===== config.mk =====
export PLATFORM = sky130hd
export DESIGN_NAME = abo_base_offset
export DESIGN_NICKNAME = d
export VERILOG_FILES = /design/src/verilog/abo_pkg.sv /design/src/verilog/abo_base_offset.sv
export VERILOG_INCLUDE_DIRS = /design/src /design/src/verilog
export SDC_FILE = /design/constraint.sdc
export NUM_CORES = 1
export LEC_CHECK = 0
export ABC_AREA = 1
export CORE_MARGIN = 10
export CORE_UTILIZATION = 45
export CTS_BUF_LIST = sky130_fd_sc_hd__clkbuf_8
export CTS_CLUSTER_DIAMETER = 100
export DETAILED_ROUTE_END_ITERATION = 7
export DONT_BUFFER_PORTS = 1
export PLACE_DENSITY = 0.65
export SLEW_MARGIN = 10
export SYNTH_ARGS = -nofsm -noshare
export SYNTH_HDL_FRONTEND = slang
export SYNTH_SLANG_ARGS = --single-unit

===== constraint.sdc =====
create_clock -name clk_in -period 2.2 [get_ports clk_in]
set_input_delay 0.22 -clock clk_in [delete_from_list [all_inputs] [get_ports clk_in]]
set_output_delay 0.22 -clock clk_in [all_outputs]
set_load 0.02 [all_outputs]

===== src/verilog/abo_defs.svh =====
// Constants for the memory master base-offset block
// Overview of operation
// - Zero base gives addresses from byte zero
// - Fixed mode uses integration-time base, loaded at the first start; byte zero before it
// - Fixed mode offers no run-time base change
// - Port mode adds 32-bit run-time base input
// - Register mode has host-writable 32-bit base
// - Base added to every read and write
// - Register base queued before reads begin
// - Register mode needs the control slave
// - Each master picks its mode independently
// - Unset mode follows global; slave forces register
// - Base register lives in control slave
`ifndef ABO_DEFS_SVH
`define ABO_DEFS_SVH

// ==========================================================
// Register offsets
`define ABO_REG_CTRL      8'h00
`define ABO_REG_STATUS    8'h04
`define ABO_REG_BASE_RD   8'h08
`define ABO_REG_BASE_WR   8'h0C
`define ABO_REG_ACTIVE_RD 8'h10
`define ABO_REG_ACTIVE_WR 8'h14

// ==========================================================
// Field positions
`define ABO_CTRL_START    0
`define ABO_STAT_BUSY     0
`define ABO_STAT_DONE     1

// ==========================================================
// Reset values
`define ABO_ZERO_BASE     32'h00000000
`define ABO_FIXED_BASE    32'h00000000

`endif


===== src/verilog/abo_pkg.sv =====
// Types for the memory master base-offset block
`default_nettype none
package abo_pkg;
    // Base-address mode of one memory master
    typedef enum logic [1:0] {
        ABO_MODE_FIXED = 2'b00,
        ABO_MODE_PORT  = 2'b01,
        ABO_MODE_REG   = 2'b10,
        ABO_MODE_NONE  = 2'b11
    } abo_mode_e;

    // Run state of the block
    typedef enum logic [1:0] {
        ABO_ST_IDLE = 2'b00,
        ABO_ST_LOAD = 2'b01,
        ABO_ST_RUN  = 2'b10
    } abo_state_e;
endpackage : abo_pkg
`default_nettype wire

===== src/verilog/abo_base_offset.sv =====
// Base-offset adder and control registers for two memory master channels
`timescale 1ns/1ps
`default_nettype none
`include "abo_defs.svh"

// Sits between the datapath and the memory interconnect. The datapath
// issues addresses relative to zero; this block adds the base chosen by
// the mode parameters and hands absolute addresses to the memory side.
// Each master resolves its own mode at elaboration, so a fixed-base
// master carries no run-time base path at all.
// The base is captured once per run in the load state, so a host or
// port change in mid-run cannot split one run across two regions.
// Users must set port or register bases before writing the start bit.
// Memory never stalls here; back-pressure is handled downstream.
module abo_base_offset
    import abo_pkg::*;
#(
    parameter abo_mode_e RD_MODE     = ABO_MODE_NONE,  // Read master mode
    parameter abo_mode_e WR_MODE     = ABO_MODE_NONE,  // Write master mode
    parameter abo_mode_e GLOBAL_MODE = ABO_MODE_FIXED, // Mode when none set
    parameter bit        HAS_CTRL    = 1'b1,           // Control slave present
    parameter logic [31:0] RD_FIXED_BASE = `ABO_FIXED_BASE, // Integration base
    parameter logic [31:0] WR_FIXED_BASE = `ABO_FIXED_BASE  // Integration base
) (
    // Clock and reset
    input  wire logic        clk_in,
    input  wire logic        rst_n_in,
    // Control register port
    input  wire logic [7:0]  reg_addr_in,
    input  wire logic [31:0] reg_wdata_in,
    input  wire logic        reg_wr_in,
    input  wire logic        reg_rd_in,
    output logic      [31:0] reg_rdata_out,
    // Run-time base ports, port mode
    input  wire logic [31:0] rd_base_port_in,
    input  wire logic [31:0] wr_base_port_in,
    // Datapath handshake
    input  wire logic        dp_done_in,
    output logic             dp_start_out,
    output logic             busy_out,
    // Datapath relative addresses
    input  wire logic [31:0] dp_rd_addr_in,
    input  wire logic        dp_rd_valid_in,
    input  wire logic [31:0] dp_wr_addr_in,
    input  wire logic        dp_wr_valid_in,
    // Memory-side absolute addresses
    output logic      [31:0] mem_rd_addr_out,
    output logic             mem_rd_valid_out,
    output logic      [31:0] mem_wr_addr_out,
    output logic             mem_wr_valid_out
);

    // ======================================================
    // Mode resolution
    // An unset mode takes the global one, except that a control slave
    // forces register mode. Register mode without a control slave has
    // nowhere to hold its base, so it degrades to fixed.
    // Picks the effective mode of one master
    function automatic abo_mode_e resolve_mode(input abo_mode_e m);
        abo_mode_e r;
        r = m;
        if (m == ABO_MODE_NONE) begin
            r = HAS_CTRL ? ABO_MODE_REG : GLOBAL_MODE;
        end
        if (r == ABO_MODE_NONE) begin
            r = ABO_MODE_FIXED;
        end
        if (r == ABO_MODE_REG && !HAS_CTRL) begin
            r = ABO_MODE_FIXED;
        end
        return r;
    endfunction : resolve_mode

    localparam abo_mode_e RD_EFF = resolve_mode(RD_MODE);
    localparam abo_mode_e WR_EFF = resolve_mode(WR_MODE);

    // Picks the base source for a master
    // Fixed is the fallback so an odd mode code still gives a sane base
    function automatic logic [31:0] pick_base(input abo_mode_e m,
                                              input logic [31:0] fixed_b,
                                              input logic [31:0] port_b,
                                              input logic [31:0] reg_b);
        logic [31:0] b;
        b = fixed_b;
        if (m == ABO_MODE_PORT) begin
            b = port_b;
        end else if (m == ABO_MODE_REG) begin
            b = reg_b;
        end
        return b;
    endfunction : pick_base

    // Adds base to a relative address
    // Carry out of bit 31 is dropped on purpose: addresses wrap
    function automatic logic [31:0] add_base(input logic [31:0] base,
                                             input logic [31:0] rel);
        return base + rel;
    endfunction : add_base

    // ======================================================
    // Port synchronisers
    // The base ports may come from a pin or another clock, so every bit
    // passes two flops before use. A word caught mid-change is harmless
    // as long as the port is steady two cycles before a start, because
    // the value is only sampled in the load state.
    logic [31:0] rd_port_s1_q, rd_port_s2_q; // Read base port sync
    logic [31:0] wr_port_s1_q, wr_port_s2_q; // Write base port sync

    // Two-stage capture of the run-time base ports
    always_ff @(posedge clk_in) begin
        if (!rst_n_in) begin
            rd_port_s1_q <= `ABO_ZERO_BASE;
            rd_port_s2_q <= `ABO_ZERO_BASE;
            wr_port_s1_q <= `ABO_ZERO_BASE;
            wr_port_s2_q <= `ABO_ZERO_BASE;
        end else begin
            rd_port_s1_q <= rd_base_port_in;
            rd_port_s2_q <= rd_port_s1_q;
            wr_port_s1_q <= wr_base_port_in;
            wr_port_s2_q <= wr_port_s1_q;
        end
    end

    // ======================================================
    // Control registers and run state
    // Host writes to the base registers may land at any time; a run
    // only sees them through the copy held in the load state.
    abo_state_e  state_q, state_d;       // Run state
    logic [31:0] base_rd_q, base_rd_d;   // Host read base
    logic [31:0] base_wr_q, base_wr_d;   // Host write base
    logic [31:0] act_rd_q, act_rd_d;     // Held read base for run
    logic [31:0] act_wr_q, act_wr_d;     // Held write base for run
    logic        done_q, done_d;         // Sticky completion flag
    logic        start_q, start_d;       // Datapath start pulse
    logic        start_req;              // Host start write

    assign start_req = reg_wr_in && (reg_addr_in == `ABO_REG_CTRL)
                       && reg_wdata_in[`ABO_CTRL_START];

    // Next-state logic for registers and run sequence
    always_comb begin
        state_d   = state_q;
        base_rd_d = base_rd_q;
        base_wr_d = base_wr_q;
        act_rd_d  = act_rd_q;
        act_wr_d  = act_wr_q;
        done_d    = done_q;
        start_d   = 1'b0;
        // Host writes of base registers in the control slave
        if (reg_wr_in && HAS_CTRL) begin
            if (reg_addr_in == `ABO_REG_BASE_RD) begin
                base_rd_d = reg_wdata_in;
            end else if (reg_addr_in == `ABO_REG_BASE_WR) begin
                base_wr_d = reg_wdata_in;
            end
        end
        // Status read clears done; a set in the same cycle is written
        // later in this process and therefore wins
        if (reg_rd_in && reg_addr_in == `ABO_REG_STATUS) begin
            done_d = 1'b0;
        end
        unique case (state_q)
            ABO_ST_IDLE: begin
                // Start only via a host write of the start bit to ABO_REG_CTRL, also taken when HAS_CTRL is off
                if (start_req) begin
                    state_d = ABO_ST_LOAD;
                end
            end
            ABO_ST_LOAD: begin
                // Queue the base before the datapath moves
                // Fixed masters load their integration base here
                act_rd_d = pick_base(RD_EFF, RD_FIXED_BASE, rd_port_s2_q,
                                     base_rd_q);
                act_wr_d = pick_base(WR_EFF, WR_FIXED_BASE, wr_port_s2_q,
                                     base_wr_q);
                start_d  = 1'b1;
                state_d  = ABO_ST_RUN;
            end
            ABO_ST_RUN: begin
                // Base held until the datapath finishes
                // A start written here is ignored until idle
                if (dp_done_in) begin
                    done_d  = 1'b1;
                    state_d = ABO_ST_IDLE;
                end
            end
            default: begin
                state_d = ABO_ST_IDLE;
            end
        endcase
    end

    // Register stage for control state
    // Before the first start every master runs from byte zero
    always_ff @(posedge clk_in) begin
        if (!rst_n_in) begin
            state_q   <= ABO_ST_IDLE;
            base_rd_q <= `ABO_ZERO_BASE;
            base_wr_q <= `ABO_ZERO_BASE;
            act_rd_q  <= `ABO_ZERO_BASE;
            act_wr_q  <= `ABO_ZERO_BASE;
            done_q    <= 1'b0;
            start_q   <= 1'b0;
        end else begin
            state_q   <= state_d;
            base_rd_q <= base_rd_d;
            base_wr_q <= base_wr_d;
            act_rd_q  <= act_rd_d;
            act_wr_q  <= act_wr_d;
            done_q    <= done_d;
            start_q   <= start_d;
        end
    end

    // Start pulse and busy come straight from registers
    assign dp_start_out = start_q;
    assign busy_out     = (state_q != ABO_ST_IDLE);

    // ======================================================
    // Read data
    // Read data stand for exactly one cycle and are zero otherwise,
    // so a stale value can never pass for a fresh answer.
    // Unmapped addresses read as zero.
    logic [31:0] rdata_q, rdata_d; // Read data register

    // Decode of register reads
    always_comb begin
        rdata_d = 32'h00000000;
        if (reg_rd_in) begin
            unique case (reg_addr_in)
                `ABO_REG_STATUS: begin
                    rdata_d[`ABO_STAT_BUSY] = (state_q != ABO_ST_IDLE);
                    rdata_d[`ABO_STAT_DONE] = done_q;
                end
                // Base registers read as zero without a control slave
                `ABO_REG_BASE_RD: begin
                    rdata_d = HAS_CTRL ? base_rd_q : 32'h00000000;
                end
                `ABO_REG_BASE_WR: begin
                    rdata_d = HAS_CTRL ? base_wr_q : 32'h00000000;
                end
                `ABO_REG_ACTIVE_RD: begin
                    rdata_d = act_rd_q;
                end
                `ABO_REG_ACTIVE_WR: begin
                    rdata_d = act_wr_q;
                end
                default: begin
                    rdata_d = 32'h00000000;
                end
            endcase
        end
    end

    // Read data register, valid the cycle after the strobe
    always_ff @(posedge clk_in) begin
        if (!rst_n_in) begin
            rdata_q <= 32'h00000000;
        end else begin
            rdata_q <= rdata_d;
        end
    end

    assign reg_rdata_out = rdata_q;

    // ======================================================
    // Address offset path
    // The adder wraps modulo the 32-bit space, so any byte is reachable
    // from any base. Valid is delayed beside the address so both leave
    // on the same edge. Addresses update even when valid is low; the
    // memory side must qualify them with valid.
    logic [31:0] mrd_q, mrd_d;   // Absolute read address
    logic [31:0] mwr_q, mwr_d;   // Absolute write address
    logic        mrdv_q, mrdv_d; // Read address valid
    logic        mwrv_q, mwrv_d; // Write address valid

    // Adds the held base to each datapath address
    always_comb begin
        mrd_d  = add_base(act_rd_q, dp_rd_addr_in);
        mwr_d  = add_base(act_wr_q, dp_wr_addr_in);
        mrdv_d = dp_rd_valid_in;
        mwrv_d = dp_wr_valid_in;
    end

    // Registers the absolute addresses, one cycle of latency
    always_ff @(posedge clk_in) begin
        if (!rst_n_in) begin
            mrd_q  <= `ABO_ZERO_BASE;
            mwr_q  <= `ABO_ZERO_BASE;
            mrdv_q <= 1'b0;
            mwrv_q <= 1'b0;
        end else begin
            mrd_q  <= mrd_d;
            mwr_q  <= mwr_d;
            mrdv_q <= mrdv_d;
            mwrv_q <= mwrv_d;
        end
    end

    // Outputs taken from flops, free of combinational glitches
    assign mem_rd_addr_out  = mrd_q;
    assign mem_rd_valid_out = mrdv_q;
    assign mem_wr_addr_out  = mwr_q;
    assign mem_wr_valid_out = mwrv_q;

endmodule : abo_base_offset
`default_nettype wire


# ---- After elaboration in Yosys (flattened, before gate mapping)
# Cells that the tools add are included.
dict set report word_totals {
  word_cells 43
  mem_bits_ro 0
  latchBits 0
  in_bits 175
  mem_count 0
  mem_bits_rw 0
  ff_bits 230
}
dict set report classes {
  mul 0
  n_mux 9
  div 0
  n_eq_ne 9
  shift 0
  addsub 2
  n_reduce_logical 10
  bitwise_logic 1
  n_lt_le_gt_ge 0
}
# cell count
set op_table {}
lappend op_table {{30-bit one-hot mux with 4 select lines} 1}
lappend op_table {{32-bit adder} 2}
lappend op_table {{8-bit by 4-bit equality test with 1-bit output, second input constant} 2}
lappend op_table {{8-bit by 5-bit equality test with 1-bit output, second input constant} 2}
lappend op_table {{2-bit one-hot mux with 5 select lines} 1}
lappend op_table {{8-bit by 3-bit equality test with 1-bit output, second input constant} 1}
lappend op_table {{8-bit logical NOT} 1}
lappend op_table {{2-bit one-hot mux with 3 select lines} 1}
lappend op_table {{2-bit AND reduction} 3}
lappend op_table {{1-bit two-way mux} 4}
lappend op_table {{2-bit two-way mux} 2}
lappend op_table {{2-bit inequality test, second input constant} 2}
lappend op_table {{1-bit logical AND} 3}
lappend op_table {{3-bit AND reduction} 1}
lappend op_table {{2-bit by 1-bit equality test with 1-bit output, second input constant} 1}
lappend op_table {{2-bit equality test, second input constant} 1}
lappend op_table {{2-bit logical NOT} 1}
lappend op_table {{2-bit nonzero test} 1}
lappend op_table {{1-bit NOT} 1}

# ---- Longest topological paths before layout
# Gate-level depths: netlist (run 1).
dict set report logic_depth {
  depth_word 5
  mapped_depth 12
  depth_no_buf 12
}

# ---- Least setup slack after synthesis (run 1)
# OpenSTA, ideal clock, no wires.
dict set report synth_timing {
  path_type {reg2reg}
  from {register act_wr_q[0]}
  to {register mwr_q[28] (netlist: mem_wr_addr_out[28])}
  stages_incl_launch_ff 11
  setup_slack_ns 0.481
  period_less_slack_ns 1.719
  n_path_buf 0
  t_required_ns 2.085
  t_arrival_ns 1.604
  path_cell_list {dfxtp_1 ha_1 fa_1 nand3_1 nand3_1 nand3_1 nand3_1 nand2_1 nand3_1 nand2_1 nor2_1}
}
dict set report synth_between {
  elab_chain_cells 1
}
# element line_no
set synth_rtl {}
lappend synth_rtl {{start: declaration} abo_base_offset.sv:132} ;# logic [31:0] act_wr_q, act_wr_d;
lappend synth_rtl {{start signal: assignment} abo_base_offset.sv:201} ;# act_wr_q <= `ABO_ZERO_BASE;
lappend synth_rtl {{start signal: assignment} abo_base_offset.sv:209} ;# act_wr_q <= act_wr_d;
lappend synth_rtl {{32-bit adder} abo_base_offset.sv:97} ;# return base + rel;
lappend synth_rtl {{end signal: assignment} abo_base_offset.sv:289} ;# mwr_q <= `ABO_ZERO_BASE;
lappend synth_rtl {{end signal: assignment} abo_base_offset.sv:294} ;# mwr_q <= mwr_d;
lappend synth_rtl {{end: declaration} abo_base_offset.sv:273} ;# logic [31:0] mwr_q, mwr_d;
# Every way passes these cells.
# A chain may end at the register's enable or synchronous reset.

# ---- Worst setup path after layout (run 1)
dict set report layout_timing {
  from {register act_rd_q[0]}
  to {register mrd_q[4] (netlist: mem_rd_addr_out[4])}
}
dict set report layout_between {
  elab_chain_cells 1
}
# element line_no
set layout_rtl {}
lappend layout_rtl {{start: declaration} abo_base_offset.sv:131} ;# logic [31:0] act_rd_q, act_rd_d;
lappend layout_rtl {{start signal: assignment} abo_base_offset.sv:200} ;# act_rd_q <= `ABO_ZERO_BASE;
lappend layout_rtl {{start signal: assignment} abo_base_offset.sv:208} ;# act_rd_q <= act_rd_d;
lappend layout_rtl {{32-bit adder} abo_base_offset.sv:97}
lappend layout_rtl {{end signal: assignment} abo_base_offset.sv:288} ;# mrd_q <= `ABO_ZERO_BASE;
lappend layout_rtl {{end signal: assignment} abo_base_offset.sv:293} ;# mrd_q <= mrd_d;
lappend layout_rtl {{end: declaration} abo_base_offset.sv:272} ;# logic [31:0] mrd_q, mrd_d;
# Every way passes these cells.

==> impl_metrics.tcl, run 1 <==
set metrics [dict create \
    outcome "finished clean" \
    die_area_um2 35200 \
    drtAntennaViolNets 0 \
    vdd_drop_max_v 0.000393 \
    tightest_slew_ps 767 \
    cellLeakagePower_nw 7.09 \
    routabilityCongestion 0.924 \
    fin_crit_sh_pct 95.9 \
    synth_area_leader_cell "dfxtp_1" \
    clk_latency_ps 550 \
    dieWidth_um 188 \
    cts_tree "built" \
    wl_per_cell_um 17.5 \
    final-setup-viol-count 0 \
    synth_most_common_cell "nand2_1" \
    path_clk_slew_ps 60 \
    path_max_fanout 4 \
    synthTopCellsByArea "dfxtp_1, nand2_1, inv_1, a21oi_1, ha_1" \
    core_um2 27800 \
    fin_worst_skew_ps 14.4 \
    ys_warn_count 0 \
    synth_flop_cell "dfxtp_1" \
    r2r_setup_slack_ps 90 \
    critPathLaunchType "flip-flop" \
    drc 0 \
    syn_nets 2159 \
    critPathKind "reg -> reg" \
    hold_violations 0 \
    p_per_area_nw_per_um2 583 \
    synthTopCellsByCount "nand2_1, inv_1, dfxtp_1" \
    synth_seq_cells 230 \
    slowest_delay_ps 550 \
    reg2reg_to "mem_rd_addr_out[4]" \
    fill_cells 2820 \
    dpl.cell_count 2251 \
    grt_pass1_wl_um 64600 \
    grt-ovfl-total 0 \
    num_io_pins 275 \
    fin_crit_ps 2110 \
    synthAdderAreaFrac_pct 6.45 \
    floorplan.rows 61 \
    hold_path.startpoint "dp_rd_addr_in[15]" \
    fmax_ghz 0.474 \
    dieHeight_um 188 \
    dp_hpwl_um 31100 \
    synth_area_um2 12600 \
    antenna_found_initial 2 \
    fin_cells 2410 \
    grtUsageTotal_pct 23.0 \
    crit_slowest_cell "dlygate4sd3_1" \
    crit_chain "ha_1 -> fa_2 -> nand3_1 -> nand3_1 -> nand2_1 -> nand2_1 -> dlygate4sd3_1 -> nor2_1" \
    post_synth_num_cell_types 36 \
    grt_max_degree 139 \
    slew_headroom_pct 48.9 \
    htreeDepth 2 \
    clock_sinks 230 \
    synth_top_family_by_area "simple AND/OR/NAND/NOR gates" \
    finalNetCount 2246 \
    finalWirelength_um 42200 \
    ff_latch_area_um2 4610 \
    post_cts_buffers 0 \
    synth-compound-area-share_pct 17.4 \
    maxCapViolations 0 \
    area_delta_synth_final_pct 15.6 \
    viasPerCell 5.18 \
    crit_start "act_rd_q[0]" \
    synth_xor_area_share_pct 0.277 \
    synthArstFlopShare_pct 0 \
    numCtsBuffers 38 \
    cts_root_buffer "clkbuf_8" \
    yosysSeqAreaShare_pct 36.4 \
    start_util_pct 45.5 \
    synth-edff-count 0 \
    fin_setup_tns_ps 0 \
    multi_input_area_um2 6570 \
    yosys-mux-area-fraction_pct 0 \
    worstPathRequired_ps 2680 \
    syn-instance-count 1920 \
    num_vias 12476 \
    grt_pass1_vias 11475 \
    layout-drive-gt1-share_pct 5.57 \
    arrival_ps 2590 \
    holdPathStages 2 \
    io_buffer_count 0 \
    yosysTopAreaCellShare_pct 36.4 \
    end_kind "flip-flop" \
    total_power_mw 8.51 \
    slew_viol_final 0 \
    r2r_start "act_rd_q[0]" \
    reg2reg_depth 8 \
    hold_class "in -> reg" \
    hold_path_end "mem_rd_addr_out[15]" \
    hold_slack_ps 32.8 \
    drt-initial-drc-count 1103 \
    synth-simple-area-share_pct 27.5 \
    clk_path_buf_depth 3 \
    rsz0062_at_grt "no" \
    first_pass_iters 6 \
    avgSynthCellArea_um2 6.58 \
]
[sequential cells by signal, summed over array words and instances, names as in the netlist]
| register | count |
|---|---|
| act_rd_q | 32 |
| act_wr_q | 32 |
| base_rd_q | 32 |
| base_wr_q | 32 |
| done_q | 1 |
| dp_start_out | 1 |
| mem_rd_addr_out | 32 |
| mem_rd_valid_out | 1 |
| mem_wr_addr_out | 32 |
| mem_wr_valid_out | 1 |
| reg_rdata_out | 32 |
| state_q | 2 |
[area by class of cell]
class | instances | area share [%]
tap | 378 | 3.24
sequential | 230 | 31.5
inverter | 297 | 7.63
clock buffer | 46 | 4.33
multi-input combinational | 1330 | 45.0
antenna | 3 | 0.0514
clock inverter | 16 | 0.514
timing repair buffer | 110 | 7.73
[per-layer routing]
layer  vias up  share of wire (%)  track usage [%]
met1      5648                 44             30.7
li1       6286                  -                -
met2       483                 44             36.4
met4         2                1.9             5.85
met5         -              0.031                0
met3        57                9.7             5.71
[report_power, final]
| group | internal [mW] | switching (mW) | total (mW) |
|---|---|---|---|
| Combinational | 0.236 | 0.350 | 0.586 |
| Sequential | 4.24 | 0.111 | 4.35 |
| Clock | 1.88 | 1.70 | 3.58 |
| Total | 6.35 | 2.16 | 8.51 |
[worst max-delay path by stage]
stage / slack [ps] / endpoint
floorplan: 480 / mem_wr_addr_out[28]
global placement: 140 / mem_wr_addr_out[28]
detailed placement: 120 / mem_wr_addr_out[28]
CTS: 20 / mem_rd_addr_out[4]
global route: 10 / mem_wr_addr_out[23]
finish: 90 / mem_rd_addr_out[4]
[what timing repair did]
| item | in CTS | in global routing |
|---|---|---|
| hold buffers | 94 | 0 |
| endpoints found under the setup margin | 0 | 10 |
| gates resized for setup | 0 | 9 |
| endpoints found under the hold margin | 192 | 0 |
[cell families (layout without fill, tap and decap cells)]
family	count (synthesis)	count (layout)
fa+ha+maj	64	64
xor+xnor	4	4
simple gates	851	851
other cells	0	3
flops	230	230
buf+inv	360	469
compound gates	411	411
[per-stage QoR]
step	util [%]	area [µm²]	worst slack [ps]
5_1_grt	52.5	14600	12.2
3_3_place_gp	46.4	12900	145
2_1_floorplan	-	12600	481
4_1_cts	52.4	14600	20.3
6_report	52.6	14600	90.8
3_5_place_dp	46.4	12900	117
[cells in the final DEF, fill, tap and decap left out, drive strengths merged, types with 2 or more instances in the layout]
master / n
o21bai: 9
nand4: 10
o21ai: 153
o22ai: 30
nor3: 23
and3: 2
diode: 3
nand2: 551
ha: 62
buf: 17
fa: 2
o21a: 3
a21o: 2
and2: 11
nand3: 69
a21oi: 214
clkinv: 3
dfxtp: 230
nor2: 183
xnor2: 4
clkbuf: 46
inv: 309
dlygate4sd3: 93
[critical path, delay by kind of cell (launching register included)]
family | cells | cell delay [ps]
adder cells (fa/ha/maj) | 2 | 650
buffers and inverters | 1 | 550
flip-flops | 1 | 350
AND/OR/NAND/NOR | 5 | 520
Power figures use the tool's default switching activity.
==> run 2: changes to the inputs <==
--- a/config.mk
+++ b/config.mk
@@ -9,7 +9,7 @@
 export ABC_AREA = 1
 export CORE_MARGIN = 10
 export CORE_UTILIZATION = 45
-export CTS_BUF_LIST = sky130_fd_sc_hd__clkbuf_8
+export CTS_BUF_LIST = sky130_fd_sc_hd__clkbuf_4 sky130_fd_sc_hd__clkbuf_8
 export CTS_CLUSTER_DIAMETER = 100
 export DETAILED_ROUTE_END_ITERATION = 7
 export DONT_BUFFER_PORTS = 1
==> run 2 against run 1 <==
  * Die area unchanged
  * Clock skew up 3.5 ps
  * Register-to-register slack about the same
  * Clock-buffer cell count rose by 11
  * Largest power group unchanged
  * Highest routed layer unchanged
==> impl_metrics.tcl, run 2 (synthesis gave the netlist of run 1 again) <==
set metrics [dict create \
    dieWidth_um 188 \
    reg2reg_to "mem_rd_addr_out[4]" \
    clk_latency_ps 550 \
    clock_sinks 230 \
    total_power_mw 8.70 \
    slew_viol_final 0 \
    arrival_ps 2580 \
    drt-initial-drc-count 1134 \
    fin_worst_skew_ps 17.8 \
    grt_pass1_vias 11479 \
    core_um2 27800 \
    critPathLaunchType "flip-flop" \
    p_per_area_nw_per_um2 594 \
    maxCapViolations 0 \
    outcome "finished clean" \
    end_kind "flip-flop" \
    start_util_pct 45.5 \
    dieHeight_um 188 \
    hold_class "in -> reg" \
    drtAntennaViolNets 0 \
    rsz0062_at_grt "no" \
    fill_cells 2816 \
    grt_pass1_wl_um 64700 \
    finalNetCount 2246 \
    antenna_found_initial 2 \
    cellLeakagePower_nw 7.09 \
    final-setup-viol-count 0 \
    drc 0 \
    grt-ovfl-total 0 \
    fin_crit_ps 2110 \
    floorplan.rows 61 \
    post_cts_buffers 0 \
    fin_setup_tns_ps 0 \
    reg2reg_depth 8 \
    path_clk_slew_ps 60 \
    fmax_ghz 0.475 \
    grtUsageTotal_pct 23.0 \
    ff_latch_area_um2 4610 \
    grt_use_met3_pct 5.83 \
    wl_per_cell_um 17.5 \
    cts_tree "built" \
    busiest_layer "met2" \
    vdd_drop_max_v 0.000394 \
    use_met2_pct 36.3 \
    critPathKind "reg -> reg" \
    clk_path_buf_depth 3 \
    finalWirelength_um 42200 \
    first_pass_iters 5 \
    grt_max_degree 139 \
    num_vias 12431 \
    routabilityCongestion 0.924 \
    multi_input_area_um2 6570 \
    r2r_setup_slack_ps 90 \
    htreeDepth 2 \
    crit_start "act_rd_q[0]" \
    die_area_um2 35200 \
    worstPathRequired_ps 2680 \
    layout-drive-gt1-share_pct 6.11 \
    fin_crit_sh_pct 95.8 \
    io_buffer_count 0 \
    final_cell_mix "nand2_1, inv_1, dfxtp_1" \
    area_delta_synth_final_pct 15.9 \
    dp_hpwl_um 31100 \
    numCtsBuffers 38 \
    viasPerCell 5.16 \
    cts_root_buffer "clkbuf_8" \
    tightest_slew_ps 791 \
    r2r_start "act_rd_q[0]" \
    path_max_fanout 4 \
    crit_end "mem_rd_addr_out[4]" \
    hold_violations 0 \
    final_common_cell "nand2_1" \
    num_io_pins 275 \
    use_met1_pct 30.8 \
    slew_headroom_pct 47.3 \
]
==> run 2: worst min path at each step <==
stage	start	cells after the start	to
6_report	dp_rd_addr_in[12]	2	mem_rd_addr_out[12]
5_1_grt	dp_wr_addr_in[3]	2	mem_wr_addr_out[3]
4_1_cts	dp_rd_addr_in[12]	2	mem_rd_addr_out[12]
3_5_place_dp	dp_wr_valid_in	2	mem_wr_valid_out
3_3_place_gp	dp_wr_valid_in	2	mem_wr_valid_out
2_1_floorplan	dp_rd_valid_in	2	mem_rd_valid_out
==> run 2: metal layers <==
layer,vias to the layer above,wire length (µm),part of all wire (%)
met1,5621,19000,45
met5,-,13,0.031
met3,67,3920,9.3
met2,461,18500,44
li1,6280,-,-
met4,2,877,2.1
==> run 2: area by class of cell <==
class	count	area share (%)
Antenna cell	3	0.0513
Clock buffer	57	4.89
Clock inverter	5	0.231
Inverter	297	7.61
Multi-Input combinational cell	1330	44.8
Sequential cell	230	31.5
Tap cell	378	3.23
Timing Repair Buffer	110	7.70
==> run 2: per-stage QoR <==
step	instances	cell area (µm²)	hold slack, ps	setup WS, ps	utilization [%]
after floorplan	1920	12600	318	481	-
after global placement	2251	12900	321	145	46.4
after detailed placement	2251	12900	324	117	46.4
after CTS	2407	14600	7.69	20.3	52.6
after global routing	2407	14600	28.7	12.8	52.7
final	2410	14600	36.3	92.8	52.7
==> run 2: report_power, final <==
| group | leakage (nW) | internal [mW] | switching [mW] |
|---|---|---|---|
| Clock | 0.399 | 2.07 | 1.70 |
| Combinational | 4.82 | 0.237 | 0.350 |
| Sequential | 1.87 | 4.24 | 0.111 |
| Total | 7.09 | 6.54 | 2.16 |
==> run 2: what timing repair did <==
| action | CTS | global route |
|---|---|---|
| endpoints found under the hold margin | 192 | 0 |
| gates resized for setup | 0 | 9 |
| setup endpoints to repair | 0 | 10 |
| hold buffers | 94 | 0 |
==> run 2: critical path, cell delays in order (launching register included) <==
cell,delay (ps)
dfxtp_1,350
ha_1,240
fa_2,410
nand3_1,110
nand3_1,160
nand2_1,100
nand2_1,50
dlygate4sd3_1,550
nor2_1,100
